[src/verilog/ierc_pkg.sv]
package ierc_pkg;
  // Register word indices (byte offset: index times four)
  localparam logic [7:0] IDX_ENABLE_HIGH  = 8'hEA;
  localparam logic [7:0] IDX_ENABLE_LOW   = 8'hEB;
  localparam logic [7:0] IDX_REQUEST_HIGH = 8'hEC;
  localparam logic [7:0] IDX_REQUEST_LOW  = 8'hED;
  localparam logic [7:0] IDX_EVENT_FLAGS  = 8'hEE;
  localparam logic [7:0] IDX_CPU_CTRL     = 8'hF0;
  localparam logic [7:0] IDX_CPU_STATUS   = 8'hF1;
  localparam int         ADDR_W           = 12;

  // Bits that carry function in each register
  localparam logic [7:0] HIGH_USED_MASK   = 8'hFC;
  localparam logic [7:0] LOW_USED_MASK    = 8'h45;
  localparam logic [7:0] REG_RESET        = 8'h00;
  localparam int         BIT_SERIAL       = 6;
  localparam int         BIT_WATCHDOG     = 2;
  localparam int         BIT_BASIC_TICK   = 0;

  // Source numbering for the priority encoder, lowest number wins
  localparam int         NUM_SRC          = 9;
  localparam logic [3:0] SRC_NONE         = 4'hF;

  // Acceptance timing
  localparam int         ACCEPT_CYCLES    = 8;
  localparam int         STACK_PUSHES     = 3;
  localparam logic [15:0] VEC_BASIC_TICK  = 16'hFFE0;
  localparam logic [15:0] VEC_WATCHDOG    = 16'hFFE2;
  localparam logic [15:0] VEC_TMR2        = 16'hFFE6;
  localparam logic [15:0] VEC_TMR1        = 16'hFFE8;
  localparam logic [15:0] VEC_TMR0        = 16'hFFEA;
  localparam logic [15:0] VEC_SERIAL      = 16'hFFF0;

  typedef enum logic [1:0] {IERC_IDLE, IERC_ACCEPT, IERC_SERVICE} ierc_state_e;
endpackage

[src/verilog/ierc_prio.sv]
module ierc_prio
(
  input  wire logic [8:0] req_vec,
  output logic      [3:0] winner
);
  // Fixed polling: index 0 is the highest priority
  function automatic logic [3:0] first_set(input logic [8:0] v);
    logic [3:0] r;
    r = ierc_pkg::SRC_NONE;
    for (int i = 8; i >= 0; i--)
    begin
      if (v[i])
      begin
        r = 4'(i);
      end
    end
    return r;
  endfunction

  assign winner = first_set(req_vec);
endmodule

[src/verilog/ierc_vec.sv]
module ierc_vec
(
  input  wire logic [3:0]  src,
  output logic      [15:0] vector
);
  // Timer match and overflow share one vector per timer
  always_comb
  begin
    unique case (src)
      4'h0:       vector = ierc_pkg::VEC_SERIAL;
      4'h1, 4'h2: vector = ierc_pkg::VEC_TMR0;
      4'h3, 4'h4: vector = ierc_pkg::VEC_TMR1;
      4'h5, 4'h6: vector = ierc_pkg::VEC_TMR2;
      4'h7:       vector = ierc_pkg::VEC_WATCHDOG;
      4'h8:       vector = ierc_pkg::VEC_BASIC_TICK;
      default:    vector = 16'h0000;
    endcase
  end
endmodule

[src/verilog/ierc_top.sv]
// The implementer's own choice: register access over AXI4-Lite.
module ierc_top
(
  input  wire logic        clk,
  input  wire logic        rst_b,
  input  wire logic [11:0] s_axi_awaddr,
  input  wire logic        s_axi_awvalid,
  output logic             s_axi_awready,
  input  wire logic [31:0] s_axi_wdata,
  input  wire logic [3:0]  s_axi_wstrb,
  input  wire logic        s_axi_wvalid,
  output logic             s_axi_wready,
  output logic      [1:0]  s_axi_bresp,
  output logic             s_axi_bvalid,
  input  wire logic        s_axi_bready,
  input  wire logic [11:0] s_axi_araddr,
  input  wire logic        s_axi_arvalid,
  output logic             s_axi_arready,
  output logic      [31:0] s_axi_rdata,
  output logic      [1:0]  s_axi_rresp,
  output logic             s_axi_rvalid,
  input  wire logic        s_axi_rready,
  input  wire logic [5:0]  tmr_event,
  input  wire logic        serial_io_event,
  input  wire logic        watchdog_event,
  input  wire logic        basic_tick_event,
  input  wire logic        nmi_event,
  input  wire logic        instr_done,
  input  wire logic        return_from_irq,
  input  wire logic        set_master_enable_instr,
  input  wire logic        clr_master_enable_instr,
  output logic             irq_to_cpu,
  output logic             accept_busy,
  output logic             stack_push,
  output logic             pc_load,
  output logic      [15:0] pc_vector,
  output logic             master_enable
);
  //////////////////////////////////////////////////////////////////////////
  logic [7:0]  en_high_q, en_low_q, req_high_q, req_low_q, flags_q;
  logic [7:0]  req_high_d, req_low_d, flags_d;
  logic        master_q, nmi_block_q, nmi_pend_q, busy_q;
  logic [3:0]  cnt_q, src_q;
  logic        irq_q, push_q, load_q;
  logic [15:0] vec_q;
  ierc_pkg::ierc_state_e state_q;

  // Bus slave state
  logic        aw_have_q, w_have_q, bvalid_q, rvalid_q;
  logic [11:0] awaddr_q;
  logic [31:0] wdata_q, rdata_q;
  logic [3:0]  wstrb_q;
  logic [1:0]  bresp_q, rresp_q;

  function automatic logic [7:0] word_idx(input logic [11:0] a);
    return a[9:2];
  endfunction

  function automatic logic mapped(input logic [7:0] idx);
    return (idx >= ierc_pkg::IDX_ENABLE_HIGH &&
            idx <= ierc_pkg::IDX_EVENT_FLAGS) ||
           idx == ierc_pkg::IDX_CPU_CTRL || idx == ierc_pkg::IDX_CPU_STATUS;
  endfunction

  //////////////////////////////////////////////////////////////////////////
  // Write path: address and data may arrive in either order
  wire        wr_fire  = aw_have_q && w_have_q && !bvalid_q;
  wire [7:0]  wr_idx   = word_idx(awaddr_q);
  wire        wr_lane0 = wr_fire && wstrb_q[0];
  wire [7:0]  wr_byte  = wdata_q[7:0];
  wire        wr_en_h  = wr_lane0 && wr_idx == ierc_pkg::IDX_ENABLE_HIGH;
  wire        wr_en_l  = wr_lane0 && wr_idx == ierc_pkg::IDX_ENABLE_LOW;
  wire        wr_rq_h  = wr_lane0 && wr_idx == ierc_pkg::IDX_REQUEST_HIGH;
  wire        wr_rq_l  = wr_lane0 && wr_idx == ierc_pkg::IDX_REQUEST_LOW;
  wire        wr_flag  = wr_lane0 && wr_idx == ierc_pkg::IDX_EVENT_FLAGS;
  wire        wr_ctrl  = wr_lane0 && wr_idx == ierc_pkg::IDX_CPU_CTRL;

  always_ff @(posedge clk or negedge rst_b)
  begin
    if (!rst_b)
    begin
      aw_have_q <= 1'b0;
      w_have_q  <= 1'b0;
      awaddr_q  <= '0;
      wdata_q   <= '0;
      wstrb_q   <= '0;
    end
    else
    begin
      if (s_axi_awvalid && s_axi_awready)
      begin
        aw_have_q <= 1'b1;
        awaddr_q  <= s_axi_awaddr;
      end
      else if (wr_fire)
        aw_have_q <= 1'b0;
      if (s_axi_wvalid && s_axi_wready)
      begin
        w_have_q <= 1'b1;
        wdata_q  <= s_axi_wdata;
        wstrb_q  <= s_axi_wstrb;
      end
      else if (wr_fire)
        w_have_q <= 1'b0;
    end
  end

  always_ff @(posedge clk or negedge rst_b)
  begin
    if (!rst_b)
    begin
      bvalid_q <= 1'b0;
      bresp_q  <= 2'h0;
    end
    else if (wr_fire)
    begin
      bvalid_q <= 1'b1;
      bresp_q  <= mapped(wr_idx) ? 2'h0 : 2'h2;
    end
    else if (s_axi_bready)
      bvalid_q <= 1'b0;
  end

  assign s_axi_awready = !aw_have_q && !bvalid_q;
  assign s_axi_wready  = !w_have_q && !bvalid_q;
  assign s_axi_bvalid  = bvalid_q;
  assign s_axi_bresp   = bresp_q;

  //////////////////////////////////////////////////////////////////////////
  // Read path: one cycle from address to data
  wire [7:0] rd_idx = word_idx(s_axi_araddr);
  logic [7:0] rd_byte;
  always_comb
  begin
    unique case (rd_idx)
      ierc_pkg::IDX_ENABLE_HIGH:  rd_byte = en_high_q;
      ierc_pkg::IDX_ENABLE_LOW:   rd_byte = en_low_q;
      ierc_pkg::IDX_REQUEST_HIGH: rd_byte = req_high_q;
      ierc_pkg::IDX_REQUEST_LOW:  rd_byte = req_low_q;
      ierc_pkg::IDX_EVENT_FLAGS:  rd_byte = flags_q;
      ierc_pkg::IDX_CPU_CTRL:     rd_byte = {7'h00, master_q};
      ierc_pkg::IDX_CPU_STATUS:   rd_byte = {state_q, nmi_block_q, src_q, irq_q};
      default:                    rd_byte = 8'h00;
    endcase
  end

  always_ff @(posedge clk or negedge rst_b)
  begin
    if (!rst_b)
    begin
      rvalid_q <= 1'b0;
      rdata_q  <= '0;
      rresp_q  <= 2'h0;
    end
    else if (s_axi_arvalid && s_axi_arready)
    begin
      rvalid_q <= 1'b1;
      rdata_q  <= {24'h000000, rd_byte};
      rresp_q  <= mapped(rd_idx) ? 2'h0 : 2'h2;
    end
    else if (s_axi_rready)
      rvalid_q <= 1'b0;
  end

  assign s_axi_arready = !rvalid_q;
  assign s_axi_rvalid  = rvalid_q;
  assign s_axi_rdata   = rdata_q;
  assign s_axi_rresp   = rresp_q;

  //////////////////////////////////////////////////////////////////////////
  // Source index: 0 serial, 1..6 timers, 7 watchdog, 8 basic tick
  // Serial outranks every timer in the vector priority order
  wire [8:0] pend_vec = {req_low_q[ierc_pkg::BIT_BASIC_TICK],
                         req_low_q[ierc_pkg::BIT_WATCHDOG],
                         req_high_q[2], req_high_q[3], req_high_q[4],
                         req_high_q[5], req_high_q[6], req_high_q[7],
                         req_low_q[ierc_pkg::BIT_SERIAL]};
  wire [8:0] en_vec   = {en_low_q[ierc_pkg::BIT_BASIC_TICK],
                         en_low_q[ierc_pkg::BIT_WATCHDOG],
                         en_high_q[2], en_high_q[3], en_high_q[4],
                         en_high_q[5], en_high_q[6], en_high_q[7],
                         en_low_q[ierc_pkg::BIT_SERIAL]};
  wire [8:0] live_vec = pend_vec & en_vec;
  wire [3:0] winner;
  wire [15:0] win_vec;

  ierc_prio u_prio (.req_vec(live_vec), .winner(winner));
  ierc_vec  u_vec  (.src(winner), .vector(win_vec));

  // Master enable gates everything maskable
  wire maskable_go = master_q && !nmi_block_q &&
                     (|live_vec);
  wire start       = state_q == ierc_pkg::IERC_IDLE && instr_done &&
                     (maskable_go || nmi_pend_q);
  wire take_mask   = start && !nmi_pend_q;
  wire acc_done    = state_q == ierc_pkg::IERC_ACCEPT &&
                     cnt_q == 4'(ierc_pkg::ACCEPT_CYCLES - 1);

  // One-hot clear for the accepted source, in register layout
  wire [8:0] win_hot  = take_mask ? (9'h001 << winner) : 9'h000;
  wire [7:0] clr_high = {win_hot[1], win_hot[2], win_hot[3],
                         win_hot[4], win_hot[5], win_hot[6], 2'b00};
  wire [7:0] clr_low  = {1'b0, win_hot[0], 3'b000, win_hot[7], 1'b0,
                         win_hot[8]};
  wire [7:0] set_high = {tmr_event, 2'b00};
  wire [7:0] set_low  = {1'b0, serial_io_event, 3'b000, watchdog_event,
                         1'b0, basic_tick_event};

  // Set beats any clear in the same cycle
  always_comb
  begin
    req_high_d = req_high_q & ~clr_high;
    req_low_d  = req_low_q & ~clr_low;
    if (wr_rq_h)
      req_high_d = req_high_d &
                   (wr_byte | ~ierc_pkg::HIGH_USED_MASK);
    if (wr_rq_l)
      req_low_d = req_low_d & (wr_byte | ~ierc_pkg::LOW_USED_MASK);
    req_high_d = (req_high_d | set_high) &
                 ierc_pkg::HIGH_USED_MASK;
    req_low_d  = (req_low_d | set_low) & ierc_pkg::LOW_USED_MASK;
    flags_d    = wr_flag ? (flags_q & wr_byte) : flags_q;
    flags_d    = (flags_d | set_high) & ierc_pkg::HIGH_USED_MASK;
  end

  always_ff @(posedge clk or negedge rst_b)
  begin
    if (!rst_b)
    begin
      en_high_q  <= ierc_pkg::REG_RESET;
      en_low_q   <= ierc_pkg::REG_RESET;
      req_high_q <= ierc_pkg::REG_RESET;
      req_low_q  <= ierc_pkg::REG_RESET;
      flags_q    <= ierc_pkg::REG_RESET;
    end
    else
    begin
      if (wr_en_h)
        en_high_q <= wr_byte & ierc_pkg::HIGH_USED_MASK;
      if (wr_en_l)
        en_low_q <= wr_byte & ierc_pkg::LOW_USED_MASK;
      req_high_q <= req_high_d;
      req_low_q  <= req_low_d;
      flags_q    <= flags_d;
    end
  end

  //////////////////////////////////////////////////////////////////////////
  // Acceptance sequencer
  always_ff @(posedge clk or negedge rst_b)
  begin
    if (!rst_b)
    begin
      state_q     <= ierc_pkg::IERC_IDLE;
      cnt_q       <= '0;
      src_q       <= ierc_pkg::SRC_NONE;
      master_q    <= 1'b0;
      nmi_block_q <= 1'b0;
      nmi_pend_q  <= 1'b0;
      busy_q      <= 1'b0;
    end
    else
    begin
      if (nmi_event)
        nmi_pend_q <= 1'b1;
      else if (start && nmi_pend_q)
        nmi_pend_q <= 1'b0;
      unique case (state_q)
        ierc_pkg::IERC_IDLE:
          if (start)
          begin
            state_q  <= ierc_pkg::IERC_ACCEPT;
            cnt_q    <= '0;
            master_q <= 1'b0;
            busy_q   <= 1'b1;
            src_q    <= nmi_pend_q ? ierc_pkg::SRC_NONE : winner;
            if (nmi_pend_q)
              nmi_block_q <= 1'b1;
          end
        ierc_pkg::IERC_ACCEPT:
          if (acc_done)
          begin
            state_q <= ierc_pkg::IERC_SERVICE;
            busy_q  <= 1'b0;
          end
          else
            cnt_q <= cnt_q + 4'h1;
        ierc_pkg::IERC_SERVICE:
          if (return_from_irq)
          begin
            state_q     <= ierc_pkg::IERC_IDLE;
            nmi_block_q <= 1'b0;
          end
      endcase
      if (state_q != ierc_pkg::IERC_ACCEPT && !start)
      begin
        // Setting this in the handler does not nest; start waits for IERC_IDLE
        if (set_master_enable_instr || (wr_ctrl && wr_byte[0]))
          master_q <= 1'b1;
        else if (clr_master_enable_instr || (wr_ctrl && !wr_byte[0]))
          master_q <= 1'b0;
      end
    end
  end

  // Pushes in cycles 1..3, vector load in the last cycle
  wire push_now = state_q == ierc_pkg::IERC_ACCEPT && cnt_q >= 4'h1 &&
                  cnt_q <= 4'(ierc_pkg::STACK_PUSHES);
  always_ff @(posedge clk or negedge rst_b)
  begin
    if (!rst_b)
    begin
      irq_q  <= 1'b0;
      push_q <= 1'b0;
      load_q <= 1'b0;
      vec_q  <= '0;
    end
    else
    begin
      irq_q  <= maskable_go || nmi_pend_q;
      push_q <= push_now;
      load_q <= acc_done;
      if (start)
        vec_q <= nmi_pend_q ? 16'hFFFE : win_vec;
    end
  end

  assign irq_to_cpu    = irq_q;
  assign accept_busy   = busy_q;
  assign stack_push    = push_q;
  assign pc_load       = load_q;
  assign pc_vector     = vec_q;
  assign master_enable = master_q;
endmodule

[config.mk]
export PLATFORM = sky130hd
export DESIGN_NAME = ierc_top
export DESIGN_NICKNAME = d
export VERILOG_FILES = /design/src/verilog/ierc_pkg.sv /design/src/verilog/ierc_prio.sv /design/src/verilog/ierc_vec.sv /design/src/verilog/ierc_top.sv
export SDC_FILE = /design/constraint.sdc
export NUM_CORES = 1
export LEC_CHECK = 0
export BUFFER_PORTS_ARGS = -buffer_cell sky130_fd_sc_hd__buf_2
export CORE_ASPECT_RATIO = 0.75
export CORE_MARGIN = 8
export CORE_UTILIZATION = 46
export DETAILED_ROUTE_END_ITERATION = 16
export MAX_ROUTING_LAYER = met4
export PLACE_DENSITY = 0.8
export SYNTH_ARGS = -nofsm -noshare
export SYNTH_HDL_FRONTEND = slang
export SYNTH_SLANG_ARGS = --single-unit
[constraint.sdc]
create_clock -name clk -period 1.7 [get_ports clk]
set_input_delay 0.255 -clock clk [delete_from_list [all_inputs] [get_ports clk]]
set_output_delay 0.255 -clock clk [all_outputs]
set_load 0.005 [all_outputs]
# Word-level counts from Yosys, hierarchy flattened
# Memories as Yosys holds them, arrays and structs flattened.
# Cells that the tools add are included.
# totals
reg_bits	92
mem_bits_ro	240
in_bits	81
out_inout_bits	62
elab_cells	172
mem_count	1
# memory_table
memory	depth	width	read_ports	rd_ports_with_merged_regs	wr	line	source
(no name shown)	16	15	1	0	0	ierc_vec.sv:9	unique case (src)
# classes
add_sub_neg	1
order_cmp	6
eq_ne	23
n_shift	1
muxes	46
n_bitwise	11
n_reduce_logical	57
# ops
cell	count
8-bit == test (second input constant)	14
8-bit one-hot mux with 7 select lines	1
4-bit two-way mux	11
1-bit logical AND	28
8-bit bitwise AND	3
1-bit two-way mux	19
8-bit >= comparator (second input constant)	2
8-bit less-or-equal comparator (second input constant)	2
16-bit two-way mux	1
8-bit two-way mux	2
8-bit bitwise OR	2
7-bit bitwise AND	2
2-bit nonzero test	7
2-bit two-way mux	5
2-bit != test (second input constant)	5
9-bit bitwise AND	1
9-bit two-way mux	1
3-bit AND reduction	3
9-bit OR reduction	1
1-bit by 4-bit << shifter with 9-bit output (first input constant)	1
1-bit logical NOT	8
8-bit inverter	1
4-bit one-hot mux with 2 select lines	1
1-bit logical OR	7
other kinds (16)	17

# Logic depth before layout (Yosys ltp)
# Gate-level depths: netlist (run 1).
# logic_depth
word_depth	17
ltp_mapped	9
depth_no_buf	8

# Modules after synthesis
# From an unflattened synthesis (run 1), not the netlist that was laid out.
# unflattened
hier_cells	479
area_unflattened_um2	4839.6
# modules_own_cells
module	n_inst	cells_each	area_per_inst_um2	seq_area_each_um2
ierc_top	1	438	4568.1	2182.1
ierc_vec	1	26	170.2	0.0
ierc_prio	1	15	101.3	0.0

# Worst setup path after synthesis (run 1)
# OpenSTA, ideal clock, no wires.
# synth_timing
path_type	flip-flop to flip-flop
startpoint	register req_high_q[4]
endpoint	register vec_q[14] (netlist: pc_vector[14])
setup_time_ns	0.126
t_arrival_ns	1.753
required_ns	1.574
setup_slack_ns	-0.179
path_stages_with_launch	7
n_path_buf	0
synth_period_minus_slack_ns	1.879
cell_sequence	dfrtp_1 nand2_1 o211ai_1 a221oi_1 inv_1 ha_1 o32a_1
# synth_between
elab_chain_cells	8
elab_cells_between_ends	12
classes_between	mux: 6; bitwise: 1; reduce/logical: 4; memory: 1
# synth_rtl
item	line	source
start: declaration	ierc_top.sv:40	logic [7:0] en_high_q, en_low_q, req_high_q, req_low_q, flags_q;
start signal: assignment	ierc_top.sv:232	req_high_q <= ierc_pkg::REG_RESET;
start signal: assignment	ierc_top.sv:242	req_high_q <= req_high_d;
9-bit bitwise AND (*)	ierc_top.sv:183	wire [8:0] live_vec = pend_vec & en_vec;
4-bit two-way mux (5 in series)	ierc_prio.sv:12	if (v[i])
memory read 16 x 15 bit	-	
16-bit two-way mux	ierc_top.sv:324	vec_q <= nmi_pend_q ? 16'hFFFE : win_vec;
end signal: assignment	ierc_top.sv:324	
end: declaration	ierc_top.sv:45	logic [15:0] vec_q;
# Every way passes the cells marked *; elsewhere a longest branch is shown, timed or not.
# A chain may end at the register's enable or synchronous reset.

# Worst setup path in the final report (run 1)
# layout_timing
startpoint	register req_low_q[2]
endpoint	register cnt_q[2]
# layout_between
elab_chain_cells	7
# layout_rtl
item	line	source
start: declaration	ierc_top.sv:40	
start signal: assignment	ierc_top.sv:233	req_low_q <= ierc_pkg::REG_RESET;
start signal: assignment	ierc_top.sv:243	req_low_q <= req_low_d;
9-bit bitwise AND	ierc_top.sv:183	
9-bit OR reduction	ierc_top.sv:192	(|live_vec);
1-bit logical AND	ierc_top.sv:191	wire maskable_go = master_q && !nmi_block_q &&
1-bit logical OR	ierc_top.sv:194	(maskable_go || nmi_pend_q);
1-bit logical AND	ierc_top.sv:193	wire start = state_q == ierc_pkg::IERC_IDLE && instr_done &&
2-bit != test (no source line)	-	
3-bit AND reduction (no source line)	-	
end signal: assignment	ierc_top.sv:287	cnt_q <= cnt_q + 4'h1;
end: declaration	ierc_top.sv:43	logic [3:0] cnt_q, src_q;
# Every way passes these cells.

==> metrics.csv, run 1 <==
metric;value;unit
cts_sinks;76;
die-area;12700;um^2
place_congestion;0.951;
wl_met3;991;um
endpoint_kind;register;
fin_worst_skew;0.00554;ns
period_share;111;%
finalSetupViolCount;24;
yosys.area.top_type_share;42.0;%
ys_warn_count;0;
cts-buffers-inserted;9;
start_util;47.4;%
die_y;99.6;um
multi_input_area;2360;um^2
regArea;1910;um^2
grtUsageTotal;19.7;%
hpwlAfterDp;9200;um
wire_per_inst;17.4;um
antenna_found_initial;0;
hold_class;input port to register;
ctsHtreeMaxLevel;3;
drtPass1Iterations;5;
io_pins;143;
initialDrtViolationCount;288;
drt_wl_total;12100;um
grt-ovfl-total;0;
drive_gt1_share;45.1;%
grt_pass1_wl;19300;um
dieWidth;127;um
post-route-drc-count;0;
synthArstFlopShare;100;%
min_period;1.89;ns
wl_met2;5880;um
clockRootBuffer;clkbuf_16;
netlist_top_cells_area;dfrtp_1 (42%), mux2_2 (7.4%), buf_4 (6.5%), nand2_1 (3.2%), ha_1 (3.2%);
grt_pass1_vias;3837;
via_count;3719;
status;complete, but fails checks;
area_delta_synth_final;34.9;%
io_buffers;79;
met1_length;5060;um
ys.flop_type;dfrtp_1;
violations;negative setup slack;
diodes;0;
ant_nets;0;
p_leak;2.62;nW
finalMaxSlewViolations;0;
n_fill_cell;716;
clk_pin_slew;0.06;ns
vdd_drop_max;0.000645;V
fp-row-count;30;
design_area;5780;um^2
highest_layer;met4;
clk_latency;0.34;ns
core_area;9050;um^2
drv_cap;0;
p_per_area;1200;nW/um^2
ys_seq_area_share;44.5;%
hold_viol;0;
synth_cell_types;60;
worstPathMaxFanout;5;
fin_ws;-0.191;ns
rsz0062_at_grt;true;
cp.required;1.92;ns
setup.worst_path.start_class;register;
synth_area_leader_cell;dfrtp_1;
grt_start_max_net_pins;31;
fin_nets;655;
placed_cell_area;5110;um^2
max_freq;529;MHz
crit_type;register to register;
utilization;63.9;%
tritoncts;built;
synthesis.area;4290;um^2
avgSynthCellArea;10.1;um^2
viasPerCell;5.34;
synth-seq-cells;76;
synthCells;424;
cts_buffer_depth;2;
synth_edf_count;0;
crit_arrival;2.11;ns
synth_stat cells (2+ instances only):
library cell,n
a221oi_1,2
buf_4,37
and2_1,6
a211oi_1,2
clkbuf_1,9
nor2_1,18
nand3_1,17
o221ai_1,4
nand4b_1,3
nor2b_1,12
inv_1,18
ha_1,11
nor3_1,2
nand2b_1,16
a22o_1,6
a31oi_1,3
mux2_2,28
dfrtp_1,72
or4_1,2
nand3b_1,3
dfstp_2,4
a2bb2oi_1,3
mux2i_1,5
nor4b_1,2
a21oi_1,11
o22a_1,4
a22oi_1,4
nor3b_1,3
nand2_1,37
buf_2,3
nor4_1,2
and3_1,6
o211ai_1,8
o21ai_0,27
a21o_1,3
o21a_1,7
power breakdown:
part | switching, mW | internal, mW | leakage, nW
Sequential | 0.364 | 2.17 | 0.864
Clock | 0.713 | 1.21 | 0.149
Combinational | 1.28 | 1.22 | 1.61
logic make-up after synthesis:
kind of cell,Yosys count,share of synthesized area [%]
buf+inv,67,9.20
mux,34,8.88
flops,76,44.5
compound gates,99,16.8
other cells,1,0.0875
fa+ha+maj,11,3.21
simple gates,136,17.3
sequential cells by signal, summed over array words and instances (netlist names), 2 cells and up:
name	cells
wdata_q	7
req_high_q	6
flags_q	6
en_high_q	6
s_axi_rdata	8
awaddr_q	8
cnt_q	4
state_q	2
src_q	4
req_low_q	3
pc_vector	5
en_low_q	3
through the flow:
stage / setup WS [ns] / cells / hold WS (ns) / setup TNS (ns) / total power, mW
global placement: -0.126 / 670 / 0.178 / -0.813 / 4.54
finish: -0.191 / 696 / 0.0989 / -2.39 / 6.95
CTS: -0.172 / 689 / 0.0926 / -1.02 / 6.77
floorplan: -0.113 / 450 / -0.0406 / -0.155 / 3.77
detailed placement: -0.158 / 670 / 0.186 / -1.38 / 4.68
global route: -0.243 / 696 / 0.0927 / -4.55 / 7.38
worst paths after layout:
check / from / endpoint / slack [ns] / cells past startpoint
max: req_low_q[2] / cnt_q[2] / -0.19 / 5
min: s_axi_rready / s_axi_rvalid / 0.1 / 2
max reg2reg: req_low_q[2] / cnt_q[2] / -0.19 / 5
min reg2reg: s_axi_rdata[4] / s_axi_rdata[4] / 0.48 / 2
max in group asynchronous: rst_b / s_axi_rdata[4] / 0.75 / 3
min in group asynchronous: rst_b / aw_have_q / 0.36 / 2
per-layer routing:
layer	track usage, %	up-vias
li1	-	1728
met1	23.5	1815
met2	31.7	158
met3	5.61	18
met4	6.02	0
met5	-	-
critical path, stage by stage, from the launching register on:
cell and delay [ns]:
dfrtp_1 0.40, a22o_1 0.27, nand3b_4 0.19, o41a_4 0.40
mux2_4 0.31, o211a_1 0.20
cell usage in the layout, fill, tap and decap left out, drive strengths merged, types with 2 or more instances in the layout:
cell     netlist  routed
a21o           3       3
a22oi          5       5
ha            11      11
and3           6       6
nor2b         12      12
clkinv         0       2
o221ai         4       4
and2           7       7
or4            2       2
nor3           2       2
nor4b          2       2
conb           1      27
buf           40     150
dfrtp         72      72
clkbuf         9      12
nand2         37      37
o21a           7       7
o211ai         8       8
o22a           4       4
nand2b        16      16
mux2          29      29
a31oi          3       3
nor3b          4       4
a21oi         11      11
nand3         18      18
a2bb2oi        3       3
o21ai         27      27
dfstp          4       4
a22o           6       6
a221oi         2       2
mux2i          5       5
nor4           2       2
nor2          18      18
nand3b         4       4
nand4b         3       3
a211oi         2       2
inv           18      18
cell type report:
cell class                 count  share of cell area, %
multi-input combinational    307                   40.9
sequential                    76                   33.0
timing repair buffer         151                   17.0
clock buffer                  12                   4.44
tap                          128                   2.77
inverter                      18                   1.17
clock inverter                 4                  0.823
repair_timing:
item,in CTS,in global routing
gates cloned,0,0
setup endpoints to repair,26,30
hold buffers,1,0
pin swaps,5,24
gates resized for setup,24,46
setup buffers,2,7
endpoints found under the hold margin,18,0
(Power assumes the default switching activity.)
==> run 2, diff against run 1 <==
--- a/config.mk
+++ b/config.mk
@@ -12,4 +12,6 @@
 export DETAILED_ROUTE_END_ITERATION = 16
+export GPL_TIMING_DRIVEN = 1
 export MAX_ROUTING_LAYER = met4
 export PLACE_DENSITY = 0.8
+export RECOVER_POWER = 100
 export SYNTH_ARGS = -nofsm -noshare
==> constraint.sdc (replaced) <==
create_clock -name clk -period 1.7 [get_ports clk]
set_input_delay 0.34 -clock clk [delete_from_list [all_inputs] [get_ports clk]]
set_output_delay 0.34 -clock clk [all_outputs]
set_load 0.005 [all_outputs]
==> run 2 against run 1 <==
  * Largest power group unchanged
  * Die area stayed put
  * Clock power is 7% higher
  * Global-route usage is 0.24 points lower
  * Sequential share of layout area is 0.76 points higher
  * Flip-flop and latch count stayed put
  * Final cell count is 0.14% lower
  * The flow still finishes with violations (negative setup slack)
  * Sequential power hardly changed
  * First-iteration DRC count is 2.4% lower
  * Hold slack better by 0.085 ns
  * Core utilization is 1.4 points lower
==> metrics.csv, run 2 (same netlist as run 1, synthesis figures left out) <==
metric;value;unit
crit_arrival;2.18;ns
p_per_area;1230;nW/um^2
hold_class;input port to register;
finalMaxSlewViolations;0;
io_buffers;79;
slowest_stage;dfrtp_1;
grt-ovfl-total;0;
post-route-drc-count;0;
viasPerCell;5.40;
rsz0062_at_grt;true;
ant_nets;0;
cts_sinks;76;
power;6.97;mW
area_delta_synth_final;31.8;%
fp-row-count;30;
p_leak;2.52;nW
design_area;5650;um^2
grt_start_max_net_pins;34;
diodes;0;
place_congestion;0.940;
start_util;47.4;%
path_cells;a22o_1 -> o211ai_1 -> a221oi_2 -> inv_2 -> ha_4 -> o32a_1;
slew_headroom;45.2;%
clk_latency;0.33;ns
tritoncts;built;
worstPathMaxFanout;5;
endpoint_kind;register;
drtPass1Iterations;5;
crit_type;register to register;
cts_buffer_depth;2;
die-area;12700;um^2
hpwlAfterDp;9280;um
antenna_found_initial;0;
drv_cap;0;
placed_cell_area;5120;um^2
drt_wl_total;12400;um
grtUsageTotal;19.4;%
cts-buffers-inserted;9;
status;complete, but fails checks;
worst_pin_slew;0.822;ns
cp.required;1.92;ns
io_pins;143;
finalSetupViolCount;25;
wire_per_inst;17.9;um
slowest_delay;0.39;ns
period_share;116;%
hold_viol;0;
hold_ws;0.184;ns
clockRootBuffer;clkbuf_16;
core_area;9050;um^2
via_count;3753;
dieWidth;127;um
utilization;62.4;%
grt_pass1_wl;19100;um
drive_gt1_share;38.6;%
initialDrtViolationCount;281;
fin_ws;-0.266;ns
fin_nets;654;
violations;negative setup slack;
die_y;99.6;um
vdd_drop_max;0.000674;V
min_period;1.97;ns
fin_worst_skew;0.00418;ns
setup.worst_path.start_class;register;
mostFrequentLayoutCell;dfrtp_1;
max_freq;509;MHz
grt_pass1_vias;3829;
clk_pin_slew;0.06;ns
ctsHtreeMaxLevel;3;
final_cell_mix;dfrtp_1 (72), buf_2 (61), buf_4 (51);
==> run 2: cell types whose count changed in the layout (fill, tap and decap cells not counted), sizes merged <==
| cell | previous run | this run |
|---|---|---|
| bufinv | 1 | 2 |
| clkinvlp | 1 | 2 |
| buf | 150 | 116 |
| clkbuf | 12 | 43 |
==> run 2: final cells by class <==
type                            instances  area, um^2
Fill cell                             734        3400
Multi-Input combinational cell        307        2310
Sequential cell                        76        1910
Timing Repair Buffer                  150         883
Clock buffer                           10         229
Tap cell                              128         160
Clock inverter                          6        88.8
Inverter                               18        67.6
==> run 2: metal layers <==
| metal | GRT usage [%] | wire length, um | part of all wire [%] |
|---|---|---|---|
| met1 | 23.2 | 5340 | 43 |
| met4 | 6.65 | 276 | 2.2 |
| met3 | 4.70 | 796 | 6.4 |
| met2 | 31.7 | 5990 | 48 |
| met5 | - | 0 | 0 |
==> run 2: what timing repair did <==
item	CTS	global route
endpoints found under the hold margin	29	0
setup endpoints to repair	28	35
pin swaps	9	15
resized for setup	25	32
hold buffers	1	0
setup buffers	3	3
==> run 2: final timing paths <==
kind	start	endpoint	slack [ns]	depth (start not counted)
min reg2reg	s_axi_rdata[7]	s_axi_rdata[7]	0.48	2
max in group asynchronous	rst_b	src_q[3]	0.19	3
max reg2reg	req_low_q[2]	pc_vector[14]	-0.27	6
min in group asynchronous	rst_b	aw_have_q	0.64	2
max	req_low_q[2]	pc_vector[14]	-0.27	6
min	s_axi_rready	s_axi_rvalid	0.18	2
==> run 2: worst max-delay path: cells and delay by family (launching register included) <==
family	cells	cell delay, ns
compound gates	4	1.10
flops	1	0.39
fa+ha+maj	1	0.22
buf+inv	1	0.14
==> run 2: power breakdown <==
part	switching, mW	total [mW]	internal (mW)
combinational	1.26	2.40	1.15
sequential	0.354	2.52	2.17
clock	0.763	2.05	1.29
total	2.37	6.97	4.60
==> run 2: stage by stage <==
| step | TNS, ns | cells | setup WS (ns) |
|---|---|---|---|
| floorplan | -0.155 | 450 | -0.113 |
| global placement | -0.978 | 672 | -0.133 |
| detailed placement | -1.75 | 672 | -0.163 |
| CTS | -0.977 | 692 | -0.172 |
| global route | -6.70 | 695 | -0.375 |
| finish | -3.47 | 695 | -0.266 |
==> run 3, diff against run 2 <==
CORE_UTILIZATION = 50   (was 46)
PLACE_DENSITY = 0.82   (was 0.8)
clock period = 2 ns   (was 1.7 ns; I/O delays follow)
==> run 3 against run 2 <==
  * The flow finishes with violations (max-capacitance violations, max-slew violations)
  * Critical path depth did not move
  * Sequential power fell by 14%
  * Via count is 5.0% lower
  * Combinational power fell by 34%
  * Flip-flop and latch count stayed put
  * Total power is 19% lower
  * Setup slack better by 0.33 ns
  * Critical endpoint is now src_q[0]
==> metrics.csv, run 3 (same netlist as run 1, synthesis figures left out) <==
metric;value;unit
status;complete, but fails checks;
violations;max-capacitance violations, max-slew violations;
core_area;8380;um^2
cts_sinks;76;
max_freq;517;MHz
drt_wl_total;11000;um
io_pins;143;
path_buf_inv;1;
dpl_worst_slack;0.0249;ns
utilization;60.9;%
grt_start_max_net_pins;77;
grt_pass1_wl;17400;um
cts-buffers-inserted;9;
post-route-drc-count;0;
worstPathMaxFanout;4;
finalMaxSlewViolations;77;
cp.required;2.26;ns
fin_ws;0.0662;ns
io_buffers;79;
slowest_stage;or4_1;
path_cells;and2_2 -> o211ai_1 -> a31oi_1 -> buf_4 -> or4_1 -> o21a_1;
p_int;3.88;mW
endpoint_kind;register;
grt-ovfl-total;0;
finalNonFillerCells;630;
drtPass1Iterations;5;
crit_type;register to register;
grtUsageTotal;19.2;%
dieWidth;123;um
drv_cap;1;
min_period;1.93;ns
slowest_delay;0.57;ns
crit_arrival;2.20;ns
pwr-share-clk;33.8;%
hold_ws;0.241;ns
fin_worst_skew;0.00478;ns
p_per_area;1110;nW/um^2
clk_pin_slew;0.06;ns
antenna_found_initial;0;
wire_per_inst;17.5;um
start_util;51.1;%
p_leak;2.30;nW
dpl.cell_count;614;
finalSetupViolCount;0;
viasPerCell;5.66;
ctsHtreeMaxLevel;3;
diodes;0;
worst_pin_slew;1.64;ns
place_congestion;0.977;
grt_pass1_vias;3416;
rsz0062_at_grt;true;
hpwlAfterDp;8330;um
tritoncts;built;
die_y;96.2;um
slew_headroom;-9.45;%
pwr-share-comb;28.0;%
crit_family;simple AND/OR/NAND/NOR gates;
via_count;3565;
mostFrequentLayoutCell;dfrtp_1;
switching_share;31.6;%
vdd_drop_max;0.000726;V
clockRootBuffer;clkbuf_16;
clk_latency;0.33;ns
cts_buffer_depth;2;
seqPwrFrac;38.2;%
area_delta_synth_final;19.2;%
hold_class;input port to register;
setup.worst_path.start_class;register;
fp-row-count;29;
final_cell_mix;dfrtp_1 (72), buf_2 (57), nand2_1 (37);
p_sw;1.79;mW
hold_viol;0;
ant_nets;0;
initialDrtViolationCount;267;
period_share;96.7;%
fin_nets;609;
reg2reg_setup_slack;0.07;ns
die-area;11800;um^2
post_cts_buffers;0;
drive_gt1_share;26.4;%
-- run 3: changes by cell type in the layout (fill, tap and decap cells not counted), moves of 4 or more --
cell / change
ha_4: -4
o21ai_1: -6
o21ai_0: +6
o221ai_2: -4
inv_2: -4
o221ai_1: +4
buf_2: -4
buf_6: -4
ha_1: +4
buf_4: -32
nand3_2: -5
nand3_1: +5
inv_1: +4
-- run 3: power by group through the flow --
stage	sequential, mW	clock [mW]	combinational, mW
4_1_cts	2.15	1.94	1.63
2_1_floorplan	2.10	0	1.09
3_5_place_dp	2.18	0	1.61
5_1_grt	2.22	2.01	1.77
6_report	2.17	1.92	1.59
3_3_place_gp	2.15	0	1.54
-- run 3: what timing repair did --
action,CTS,global route
endpoints found under the setup margin,2,15
hold buffers,0,0
gates resized for setup,1,6
-- run 3: per-layer routing --
metal / vias to the layer above / track usage (%) / wire length (um)
li1: 1644 / - / -
met1: 1762 / 24.0 / 4640
met2: 145 / 30.5 / 5330
met3: 14 / 5.04 / 946
met4: 0 / 4.55 / 111
met5: - / - / 0
-- run 3: worst reg2reg max path, stage by stage, from the launching register on --
cell and delay [ns]:
dfrtp_1 0.41, and2_2 0.22, o211ai_1 0.21, a31oi_1 0.14, buf_4 0.17, or4_1 0.57
o21a_1 0.14
-- run 3: cell type report --
type                       count  area (um^2)
fill                         706         3270
multi-input combinational    307         2100
sequential                    76         1910
timing repair buffer         105          538
clock buffer                  11          253
tap                          108          135
clock inverter                 5          106
inverter                      18         67.6
-- run 3: final timing paths --
| kind | start | end | cells after the start |
|---|---|---|---|
| setup / recovery | en_low_q[2] | src_q[0] | 6 |
| hold / removal | s_axi_rready | s_axi_rvalid | 2 |
| setup reg to reg | en_low_q[2] | src_q[0] | 6 |
| hold reg to reg | s_axi_rdata[0] | s_axi_rdata[0] | 2 |
| max in group asynchronous | rst_b | req_high_q[7] | 2 |
| min in group asynchronous | rst_b | w_have_q | 2 |
-- run 3: stage by stage --
| stage | TNS [ns] | area (um^2) | total power, mW |
|---|---|---|---|
| global placement | 0 | 4790 | 3.69 |
| detailed placement | 0 | 4790 | 3.79 |
| floorplan | 0 | 4380 | 3.20 |
| global route | -0.00289 | 5110 | 6.01 |
| CTS | 0 | 5160 | 5.72 |
| finish | 0 | 5110 | 5.67 |
